### config.mk
export PLATFORM = sky130hd
export DESIGN_NAME = fault_irq_and_mode_control
export DESIGN_NICKNAME = d
export VERILOG_FILES = /design/src/verilog/fault_irq_pkg.sv /design/src/verilog/fault_irq_and_mode_control.sv
export VERILOG_INCLUDE_DIRS = /design/src /design/src/verilog
export SDC_FILE = /design/constraint.sdc
export NUM_CORES = 1
export LEC_CHECK = 0
export BUFFER_PORTS_ARGS = -buffer_cell sky130_fd_sc_hd__buf_2
export CORE_ASPECT_RATIO = 1.1
export CORE_UTILIZATION = 45
export DETAILED_ROUTE_END_ITERATION = 10
export SKIP_LAST_GASP = 1
export SLEW_MARGIN = 20
export SYNTH_ARGS = -nofsm -noshare
export SYNTH_HDL_FRONTEND = slang
export SYNTH_SLANG_ARGS = --single-unit
### constraint.sdc
create_clock -name clk_i -period 8.66 [get_ports clk_i]
set_clock_uncertainty 0.15 [all_clocks]
set_input_delay 1.732 -clock clk_i [delete_from_list [all_inputs] [get_ports clk_i]]
set_output_delay 1.732 -clock clk_i [all_outputs]
set_load 0.05 [all_outputs]
### src/verilog/fault_irq_params.svh
// Offsets, field positions, reset values and timing counts of the fault/irq control block
`ifndef FAULT_IRQ_PARAMS_SVH
`define FAULT_IRQ_PARAMS_SVH
// ------------------------------------------------------------
// Register offsets
// ------------------------------------------------------------
`define OFS_FLAGS_A 8'h00
`define OFS_FLAGS_B 8'h01
`define OFS_ROUTE_A 8'h02
`define OFS_ROUTE_B 8'h03
`define OFS_ROUTE_C 8'h04
`define OFS_ROUTE_D 8'h05
`define OFS_SLEEP 8'h06
`define OFS_SRST 8'h07
`define OFS_DSP_MODE 8'h08
`define OFS_PWR_CTRL 8'h09
`define OFS_STATUS 8'h0a
`define OFS_PIN_BASE 8'h10
`define NUM_PINS 10
// ------------------------------------------------------------
// Fields and codes
// ------------------------------------------------------------
`define SLEEP_BIT 7
`define SRST_BIT 0
`define PWR_ON_BIT 0
`define PLL_BYP_BIT 1
`define PIN_SEL_IRQ1 8'h07
`define DSP_MODE_PLAY 4'h1
`define DSP_MODE_SENSE 4'h2
`define DSP_MODE_PROT 4'h3
`define DSP_MODE_RST 4'h1
`define REG_RST 8'h00
// ------------------------------------------------------------
// Timing
// ------------------------------------------------------------
`define CLK_PERIOD_NS 100
`define INIT_TIME_NS 100000
`define INIT_CYCLES (`INIT_TIME_NS / `CLK_PERIOD_NS)
`endif

### src/verilog/fault_irq_pkg.sv
// Types shared by the fault/irq control block
package fault_irq_pkg;
  typedef enum logic [1:0] {ST_HW_OFF, ST_INIT, ST_SW_SHUT, ST_PLAY} pwr_state_e;
  typedef logic [7:0] byte_t;
endpackage

### src/verilog/fault_irq_and_mode_control.sv
// Fault flag latching, interrupt routing, reset/shutdown and DSP mode control
// Functional notes
// - Four interrupt lines, each selectable on any of ten pins.
// - A line is the OR of every flag routed to it.
// - Flag bit positions in the two sticky registers.
// - Per-flag routing field; value 001 picks line one.
// - Pin select 0x07 drives line one on that pin.
// - Writing reset bit 1 restores defaults and self-clears; 0 does nothing.
// - Reset pin low: registers lost, bus does not respond.
// - Reset pin low stops playback at once; host should shut down first.
// - On reset pin release, enter software shutdown awaiting power-up.
// - Software shutdown powers down playback analog, keeps registers.
// - Sleep bit 7 defaults 0; when 1 the battery reset monitor is off.
// - Four-bit mode: 0001 playback, 0010 sense output, 0011 protection.
// - Playback-only keeps sense converters off and protection idle.
// - Playback-only still keeps fault, brownout, volume, supply tracking.
// - PLL bypass in playback-only only with a fast enough master clock.
// - Sense mode powers sense converters and returns their samples.
// - Flags stay set until read or reset.
`include "fault_irq_params.svh"
module fault_irq_and_mode_control
  import fault_irq_pkg::*;
(
  // Clock and reset
  input wire logic clk_i,
  input wire logic rst_i,
  // Register port
  input wire logic [7:0] addr_i,
  input wire logic [7:0] wdata_i,
  input wire logic wr_i,
  input wire logic rd_i,
  output logic [7:0] rdata_o,
  // Device pins and events
  input wire logic hw_shutdown_n_i,
  input wire logic [7:0] event_i,
  input wire logic mclk_fast_i,
  // General-purpose pins
  output logic [`NUM_PINS-1:0] gpio_o,
  output logic [`NUM_PINS-1:0] gpio_oe_o,
  // Interrupt lines and power controls
  output logic [3:0] irq_line_o,
  output logic init_busy_o,
  output logic analog_power_o,
  output logic fault_protect_o,
  output logic sense_power_o,
  output logic sense_return_o,
  output logic protect_run_o,
  output logic pll_bypass_o,
  output logic vbat_por_off_o
);
  // ------------------------------------------------------------
  // Decoding helpers
  // ------------------------------------------------------------
  // Route codes 1..4 pick a line; zero and anything above leave it unrouted
  function automatic logic route_hit(input logic [3:0] field, input int line);
    route_hit = (field == 4'(line + 1));
  endfunction

  function automatic logic pin_hit(input byte_t cfg, input int line);
    pin_hit = (cfg == 8'(`PIN_SEL_IRQ1 + line));
  endfunction

  // ------------------------------------------------------------
  // State
  // ------------------------------------------------------------
  pwr_state_e state_q, state_d;
  logic [9:0] init_cnt_q, init_cnt_d;
  logic [7:0] flags_q, flags_d;
  byte_t route_q [4];
  byte_t pin_cfg_q [`NUM_PINS];
  byte_t sleep_q, pwr_ctrl_q;
  logic [3:0] dsp_mode_q;
  logic [3:0] irq_line_w;
  logic [`NUM_PINS-1:0] gpio_w, gpio_oe_w;
  byte_t rdata_w;

  // ------------------------------------------------------------
  // Access decode
  // ------------------------------------------------------------
  // Bus is dead while the pin is low and during the post-reset blackout
  wire bus_ok = hw_shutdown_n_i && (state_q == ST_SW_SHUT || state_q == ST_PLAY);
  wire wr_ok = wr_i && bus_ok;
  wire rd_ok = rd_i && bus_ok;
  wire srst_wr = wr_ok && addr_i == `OFS_SRST && wdata_i[`SRST_BIT];
  wire clr_all = srst_wr || !hw_shutdown_n_i;
  wire rd_flags_a = rd_ok && addr_i == `OFS_FLAGS_A;
  wire rd_flags_b = rd_ok && addr_i == `OFS_FLAGS_B;
  wire pin_sel = addr_i >= `OFS_PIN_BASE && addr_i < 8'(`OFS_PIN_BASE + `NUM_PINS);
  wire [3:0] pin_idx = 4'(addr_i - `OFS_PIN_BASE);

  // Internal flag order: oc, uv, ot, bo, cl, sc, ce1, ce2
  wire [7:0] flags_a_w = {flags_q[0], flags_q[1], 1'b0, flags_q[2], flags_q[3],
                          flags_q[4], flags_q[5], 1'b0};
  wire [7:0] flags_b_w = {4'h0, flags_q[6], flags_q[7], 2'b00};
  wire [7:0] flag_rd_clr = {{2{rd_flags_b}}, {6{rd_flags_a}}};

  // Route fields per flag, same order as the flags
  wire [3:0] route_f [8];
  assign route_f[0] = {1'b0, route_q[0][6:4]};
  assign route_f[1] = {1'b0, route_q[0][2:0]};
  assign route_f[2] = {1'b0, route_q[1][2:0]};
  assign route_f[3] = {1'b0, route_q[2][6:4]};
  assign route_f[4] = {1'b0, route_q[3][2:0]};
  assign route_f[5] = {1'b0, route_q[3][6:4]};
  assign route_f[6] = {1'b0, route_q[1][6:4]};
  assign route_f[7] = route_q[2][3:0];

  // ------------------------------------------------------------
  // Sticky flags
  // ------------------------------------------------------------
  // A new event in the cycle of its read keeps the flag set
  assign flags_d = clr_all ? 8'h00 : ((flags_q & ~flag_rd_clr) | event_i);

  always_ff @(posedge clk_i or posedge rst_i) begin
    if (rst_i) begin
      flags_q <= 8'h00;
    end else begin
      flags_q <= flags_d;
    end
  end

  // ------------------------------------------------------------
  // Interrupt lines and pins
  // ------------------------------------------------------------
  genvar gl, gp;
  generate
    for (gl = 0; gl < 4; gl++) begin : g_line
      logic [7:0] hit;
      for (gp = 0; gp < 8; gp++) begin : g_flag
        assign hit[gp] = flags_q[gp] && route_hit(route_f[gp], gl);
      end
      assign irq_line_w[gl] = |hit;
    end
    for (gp = 0; gp < `NUM_PINS; gp++) begin : g_pin
      logic [3:0] sel;
      for (gl = 0; gl < 4; gl++) begin : g_sel
        assign sel[gl] = pin_hit(pin_cfg_q[gp], gl);
      end
      assign gpio_oe_w[gp] = |sel;
      assign gpio_w[gp] = |(sel & irq_line_w);
    end
  endgenerate

  // ------------------------------------------------------------
  // Software registers
  // ------------------------------------------------------------
  // Defaults come back on a soft reset or while the pin holds shutdown
  always_ff @(posedge clk_i or posedge rst_i) begin
    if (rst_i) begin
      route_q <= '{default: `REG_RST};
      pin_cfg_q <= '{default: `REG_RST};
      sleep_q <= `REG_RST;
      pwr_ctrl_q <= `REG_RST;
      dsp_mode_q <= `DSP_MODE_RST;
    end else if (clr_all) begin
      route_q <= '{default: `REG_RST};
      pin_cfg_q <= '{default: `REG_RST};
      sleep_q <= `REG_RST;
      pwr_ctrl_q <= `REG_RST;
      dsp_mode_q <= `DSP_MODE_RST;
    end else if (wr_ok) begin
      if (addr_i >= `OFS_ROUTE_A && addr_i <= `OFS_ROUTE_D) begin
        route_q[2'(addr_i - `OFS_ROUTE_A)] <= wdata_i;
      end
      if (pin_sel) begin
        pin_cfg_q[pin_idx] <= wdata_i;
      end
      if (addr_i == `OFS_SLEEP) begin
        sleep_q <= wdata_i;
      end
      if (addr_i == `OFS_PWR_CTRL) begin
        pwr_ctrl_q <= wdata_i;
      end
      if (addr_i == `OFS_DSP_MODE) begin
        dsp_mode_q <= wdata_i[3:0];
      end
    end
  end

  // ------------------------------------------------------------
  // Power state
  // ------------------------------------------------------------
  always_comb begin
    state_d = state_q;
    init_cnt_d = 10'h000;
    case (state_q)
      ST_HW_OFF: begin
        state_d = ST_SW_SHUT;
      end
      ST_INIT: begin
        init_cnt_d = init_cnt_q + 10'h001;
        if (init_cnt_q == 10'(`INIT_CYCLES - 1)) begin
          state_d = ST_SW_SHUT;
        end
      end
      ST_SW_SHUT: begin
        if (pwr_ctrl_q[`PWR_ON_BIT]) begin
          state_d = ST_PLAY;
        end
      end
      ST_PLAY: begin
        if (!pwr_ctrl_q[`PWR_ON_BIT]) begin
          state_d = ST_SW_SHUT;
        end
      end
      default: begin
        state_d = ST_HW_OFF;
      end
    endcase
    // Pin low overrides everything, with no ramp-down
    if (!hw_shutdown_n_i) begin
      state_d = ST_HW_OFF;
      init_cnt_d = 10'h000;
    end else if (srst_wr) begin
      state_d = ST_INIT;
      init_cnt_d = 10'h000;
    end
  end

  always_ff @(posedge clk_i or posedge rst_i) begin
    if (rst_i) begin
      state_q <= ST_HW_OFF;
      init_cnt_q <= 10'h000;
    end else begin
      state_q <= state_d;
      init_cnt_q <= init_cnt_d;
    end
  end

  // ------------------------------------------------------------
  // Power and mode outputs
  // ------------------------------------------------------------
  wire play_d = state_d == ST_PLAY;
  wire mode_play = dsp_mode_q == `DSP_MODE_PLAY;
  wire mode_sense = dsp_mode_q == `DSP_MODE_SENSE;
  wire mode_prot = dsp_mode_q == `DSP_MODE_PROT;
  // Reserved mode code leaves processing idle but the analog path may run
  wire sense_d = play_d && (mode_sense || mode_prot);
  wire prot_d = play_d && mode_prot;
  wire fault_d = play_d && (mode_play || mode_sense || mode_prot);
  wire byp_d = play_d && mode_play && pwr_ctrl_q[`PLL_BYP_BIT] && mclk_fast_i;

  // ------------------------------------------------------------
  // Read data
  // ------------------------------------------------------------
  always_comb begin
    rdata_w = 8'h00;
    if (pin_sel) begin
      rdata_w = pin_cfg_q[pin_idx];
    end
    case (addr_i)
      `OFS_FLAGS_A: rdata_w = flags_a_w;
      `OFS_FLAGS_B: rdata_w = flags_b_w;
      `OFS_ROUTE_A: rdata_w = route_q[0];
      `OFS_ROUTE_B: rdata_w = route_q[1];
      `OFS_ROUTE_C: rdata_w = route_q[2];
      `OFS_ROUTE_D: rdata_w = route_q[3];
      `OFS_SLEEP: rdata_w = sleep_q;
      `OFS_DSP_MODE: rdata_w = {4'h0, dsp_mode_q};
      `OFS_PWR_CTRL: rdata_w = pwr_ctrl_q;
      `OFS_STATUS: rdata_w = {6'h00, state_q};
      default: begin
      end
    endcase
  end

  // ------------------------------------------------------------
  // Output flops
  // ------------------------------------------------------------
  always_ff @(posedge clk_i or posedge rst_i) begin
    if (rst_i) begin
      rdata_o <= 8'h00;
      irq_line_o <= 4'h0;
      gpio_o <= '0;
      gpio_oe_o <= '0;
      init_busy_o <= 1'b0;
      analog_power_o <= 1'b0;
      fault_protect_o <= 1'b0;
      sense_power_o <= 1'b0;
      sense_return_o <= 1'b0;
      protect_run_o <= 1'b0;
      pll_bypass_o <= 1'b0;
      vbat_por_off_o <= 1'b0;
    end else begin
      rdata_o <= rd_ok ? rdata_w : 8'h00;
      irq_line_o <= irq_line_w;
      gpio_o <= gpio_w;
      gpio_oe_o <= gpio_oe_w;
      init_busy_o <= state_d == ST_INIT;
      analog_power_o <= play_d;
      fault_protect_o <= fault_d;
      sense_power_o <= sense_d;
      sense_return_o <= sense_d;
      protect_run_o <= prot_d;
      pll_bypass_o <= byp_d;
      vbat_por_off_o <= sleep_q[`SLEEP_BIT];
    end
  end

  // Blackout is too long for a delay range, so its length is counted here
  logic [10:0] busy_cnt_q;
  always_ff @(posedge clk_i or posedge rst_i) begin
    if (rst_i) begin
      busy_cnt_q <= 11'h000;
    end else begin
      busy_cnt_q <= init_busy_o ? busy_cnt_q + 11'h001 : 11'h000;
    end
  end
endmodule

-- After elaboration in Yosys (flattened, before gate mapping)
Index checks and enable logic that the tools add are counted.
- register bits: 191
- bits in latches: 0
- RAM bits: 0
- bits in read-only memories: 0
- memories kept: 0
- add/subtract/negate cells: 3
- $mul: 0
- divide/modulo/power cells: 0
- order comparisons: 8
- eq/ne operators: 91
- shifts and indexed selects: 0
- multiplexer cells: 37
- bitwise gates (word level): 15
- reduce and logical (&&, ||, !) cells: 92
- operators with widths (cell ; number):
    8-bit by 4-bit equality test with 1-bit output, second input constant ; 33
    80-bit 2-to-1 mux ; 3
    8-bit by 3-bit equality test with 1-bit output, second input constant ; 14
    8-bit 2-to-1 mux ; 13
    32-bit 2-to-1 mux ; 3
    80-bit bitwise mux ; 1
    8-bit case mux with 10 select lines ; 1
    4-bit OR reduction ; 20
    1-bit logical AND ; 49
    3-bit by 2-bit equality test with 1-bit output, second input constant ; 14
    4-bit bitwise AND ; 10
    8-bit binary-select mux with 4-bit select ; 1
    32-bit bitwise mux ; 1
    8-bit demux with 4-bit select ; 1
    8-bit OR reduction ; 4
    10-bit 2-to-1 mux ; 3
    3-bit by 1-bit equality test with 1-bit output, second input constant ; 7
    3-bit equality test, second input constant ; 7
    8-bit demux with 2-bit select ; 1
    4-bit by 2-bit equality test with 1-bit output, second input constant ; 4
    8-bit by 2-bit equality test with 1-bit output, second input constant ; 2
    4-bit 2-to-1 mux ; 3
    2-bit nonzero test ; 6
    10-bit by 1-bit adder with 10-bit output, second input constant ; 1
    28 further kinds ; 44

-- Depth between registers and ports, before layout
- depth after elaboration: 12
- gate-level depth with buffers: 9

-- Worst setup path after synthesis
OpenSTA, ideal clock, no wires.
- path kind: input to register
- start: input addr_i[5]
- end: register state_q[1]
- arrival time: 3.266 ns
- data required time: 8.384 ns
- path slack: 5.118 ns
- stages on the path: 8
- buffers on the path: 4
- path through: or4_1 > buf_6 > nor4_2 > nand2b_1 > buf_4 > buf_6 > buf_6 > nor2_1
- cells in the longest elaborated chain, start to end: 5
- RTL lines (element ; RTL line ; text):
    start, declared ; fault_irq_and_mode_control.sv:28 ; input wire logic [7:0] addr_i,
    8-bit by 3-bit equality test with 1-bit output (no source line) ; -- ;
    1-bit logical AND (no source line) ; -- ;
    1-bit logical AND ; fault_irq_and_mode_control.sv:84 ; wire srst_wr = wr_ok && addr_i == `OFS_SRST && wdata_i[`SRST_BIT];
    2-bit 2-to-1 mux ; fault_irq_and_mode_control.sv:214 ; end else if (srst_wr) begin
    2-bit 2-to-1 mux ; fault_irq_and_mode_control.sv:211 ; if (!hw_shutdown_n_i) begin
    net state_d[1] ; fault_irq_and_mode_control.sv:66 ; pwr_state_e state_q, state_d;
    end signal, assigned ; fault_irq_and_mode_control.sv:225 ; state_q <= state_d;
    end, declared ; fault_irq_and_mode_control.sv:66 ;
The timed path passes the listed nets, and every way through them passes these cells.
A chain may end at the register's enable or synchronous reset.

-- Worst setup path after layout
- start: input addr_i[2]
- end: register pin_cfg_q[50] (netlist name)
- cells in the longest elaborated chain, start to end: 10
- elaborated cells between the ends (all ways): 21
- those cells by class: add/sub (1); order compare (4); eq/ne (1); mux (6); bitwise (1); reduce/logical (8)
- RTL lines (element ; RTL line ; text):
    4-bit by 1-bit subtractor with 4-bit output (no source line) ; -- ;
    4-bit NOT with 5-bit output (not written as such) ; fault_irq_and_mode_control.sv:166 ; pin_cfg_q[pin_idx] <= wdata_i;
    5-bit greater-or-equal comparator (not written as such) / 5-bit by 1-bit less-than comparator with 1-bit output (equally long branches) ; fault_irq_and_mode_control.sv:166 ;
    1-bit logical AND (not written as such) ; fault_irq_and_mode_control.sv:166 ;
    8-bit 2-to-1 mux (not written as such) ; fault_irq_and_mode_control.sv:166 ;
    8-bit demux with 4-bit select ; fault_irq_and_mode_control.sv:166 ;
    80-bit bitwise mux ; fault_irq_and_mode_control.sv:166 ;
    80-bit 2-to-1 mux ; fault_irq_and_mode_control.sv:165 ; if (pin_sel) begin
    80-bit 2-to-1 mux ; fault_irq_and_mode_control.sv:161 ; end else if (wr_ok) begin
    80-bit 2-to-1 mux ; fault_irq_and_mode_control.sv:155 ; end else if (clr_all) begin
    end signal, assigned by index ; fault_irq_and_mode_control.sv:166 ;
    end, declared ; fault_irq_and_mode_control.sv:70 ; byte_t pin_cfg_q [`NUM_PINS];
Several ways; a longest one is shown, not always the timed one. The select of a mux whose other input is x is not followed.

==> impl_metrics.tcl <==
set metrics [dict create \
    drt_wl_total_um 29100 \
    ys_seq_area_share_pct 47.4 \
    syn_area_per_cell_um2 9.94 \
    syn2layout_area_growth_pct 9.49 \
    r2r_end "pin_cfg_q[50]" \
    max_freq_mhz 220 \
    fin_area_mm2 0.0110 \
    crit_buf_inv 2 \
    slew_viol_final 0 \
    dpl_cell_area_mm2 0.0104 \
    die_h_um 159 \
    grt_max_degree 122 \
    synth_cell_types 72 \
    place_ws_ns 3.60 \
    layout.nets 1065 \
    dr.pass1.iters 5 \
    numCtsBuffers 17 \
    path_cells "buf_2, nand2b_1, nor4_2, nand2b_4, buf_4, a21oi_1" \
    fp.coreArea_mm2 0.0220 \
    reg2reg_from "state_q[1]" \
    synthTopCellsByArea "dfrtp_1 47%, mux2i_1 8.6%, nand2_1 4.9%, a21oi_1 4.6%, nor2_1 4.0%" \
    min_path_cells 0 \
    fin_cells 1342 \
    wl_per_cell_um 21.7 \
    cts_resized 0 \
    gr-total-overflow 0 \
    slew_headroom_pct 26.7 \
    slowest_delay_ns 0.77 \
    r2r_slack_ns 5.64 \
    first_global_vias 7746 \
    grt_pass1_wl_um 46300 \
    clock_path_buffers 2 \
    met3_length_um 1810 \
    port-buffer-count 69 \
    timing.max_cap.violations 0 \
    ys_seq_elements 191 \
    crit_path_end_kind "flop" \
    min_from "sleep_q[7]" \
    synth_commonest_cells "190 x dfrtp_1, 132 x nand2_1, 108 x nor2_1" \
    synth_most_common_cell "dfrtp_1" \
    cts_setup_buffers 0 \
    place_inst 1310 \
    met1_length_um 12900 \
    utilization_pct 50.1 \
    total_leakage_power_nw 4.63 \
    crit_cells 6 \
    yosysWarnings 0 \
    netlist.area_leader.share_pct 47.2 \
    cp.required_ns 8.80 \
    tns_ns 0 \
    syn_inst 1014 \
    synth_ff_type "dfrtp_1" \
    finalHoldViolations 0 \
    cpLargestDelayFamily "simple AND/OR/NAND/NOR gates" \
    cts_max_level 4 \
    whs_ns 0.294 \
    start_util_pct 45.7 \
    die-area_mm2 0.0230 \
    num-fill-cells 2037 \
    fin_ws_ns 4.11 \
    dp_hpwl_um 19100 \
    antenna_found_initial 0 \
    status "complete, no violations" \
    highest_layer "met4" \
    tightest_slew_ns 1.09 \
    min_period_ns 4.55 \
    drt_iter0_markers 808 \
    cts_tree "built" \
    power_mw 1.82 \
    cp.arrival_ns 4.69 \
    die_w_um 145 \
    crit_fanout 82 \
    viasPerCell 6.04 \
    synth_top_cell_by_area "dfrtp_1" \
    vias 8104 \
    setup_viol 0 \
    syn-num-nets 1045 \
    ant_nets 0 \
    place_congestion 0.909 \
    diodes 0 \
    io_pins 70 \
    rr_worst_depth 5 \
    postCtsHoldBufs 0 \
    cpMaxStageDelayCell "nand2b_4" \
    rsz0062_at_grt "no" \
    vdd_ir_drop_max_mv 0.131 \
    drcViolationCount 0 \
    grt_use_total_pct 26.8 \
    met2_length_um 13800 \
    clk_pin_slew_ns 0.08 \
    multi_input_area_mm2 0.00485 \
    synth_edf_count 0 \
    start_kind "input port" \
    cts.sinks 191 \
    seqCellArea_mm2 0.00478 \
    p_per_area_mw_per_mm2 164 \
    rows 57 \
    syn_area_mm2 0.0101 \
    crit_type "input port to flop" \
    fin_crit_sh_pct 52.6 \
    holdCritPathClass "flop to flop" \
    root_buffer "clkbuf_16" \
    hold_end "vbat_por_off_o" \
    drive_above_1_share_pct 14.7 \
    insertion_delay_ns 0.44 \
    synthArstFlopShare_pct 100 \
]
logic make-up (layout without fill, tap and decap cells):
family | after synthesis | after routing | share of synthesized area, %
xor+xnor | 9 | 9 | 0.782
flops | 191 | 191 | 47.4
simple gates | 443 | 443 | 23.6
fa+ha+maj | 1 | 1 | 0.124
buf+inv | 84 | 117 | 4.57
compound gates | 179 | 179 | 10.9
mux | 107 | 107 | 12.7
per-layer routing:
metal	vias up	track usage [%]
li1	3680	-
met1	4075	38.3
met2	306	41.5
met3	43	4.60
met4	0	8.28
met5	-	0
placed cells by master, fill, tap and decap left out, drive strengths merged, types with 8 or more instances in the layout:
| cell type | count |
|---|---|
| nand3 | 48 |
| o22ai | 8 |
| nor2b | 10 |
| nand3b | 13 |
| nor2 | 113 |
| nor4bb | 20 |
| a21oi | 93 |
| nor4 | 20 |
| o21ai | 23 |
| clkbuf | 18 |
| and2 | 15 |
| nand4b | 18 |
| mux4 | 16 |
| dfrtp | 190 |
| inv | 17 |
| buf | 77 |
| nand2 | 132 |
| mux2i | 87 |
| nor3 | 10 |
registers in the layout, indices dropped and copies added (netlist names):
register         flops
gpio_o              10
flags_q              8
route_f             25
init_cnt_q          10
gpio_oe_o           10
rdata_o              8
route_q              7
pwr_ctrl_q           8
sense_return_o       1
pin_cfg_q           80
pll_bypass_o         1
dsp_mode_q           4
analog_power_o       1
state_q              2
protect_run_o        1
sleep_q              8
irq_line_o           4
fault_protect_o      1
init_busy_o          1
vbat_por_off_o       1
worst max path at each step:
stage,from,to,slack (ns)
6_report,addr_i[2],pin_cfg_q[50],4.11
5_1_grt,addr_i[2],pin_cfg_q[45],3.89
4_1_cts,addr_i[2],pin_cfg_q[21],4.06
3_5_place_dp,addr_i[2],pin_cfg_q[21],3.60
3_3_place_gp,addr_i[5],pin_cfg_q[31],3.68
2_1_floorplan,rst_i,analog_power_o,1.58
report_power, final:
group          leakage (nW)  internal [mW]  switching (mW)
Sequential             2.65          0.894         0.00565
Clock                 0.294          0.415           0.392
Combinational          1.68         0.0245          0.0831
Total                  4.63           1.33           0.481
layout make-up:
| cell class | instances | area share [%] |
|---|---|---|
| well taps | 295 | 3.34 |
| clock buffers | 18 | 3.89 |
| multi-input cells | 739 | 43.9 |
| clock inverters | 14 | 1.53 |
| inverters | 8 | 0.340 |
| flip-flops and latches | 191 | 43.3 |
| repair buffers | 77 | 3.67 |
No activity file was read; power rests on OpenSTA's default activity.
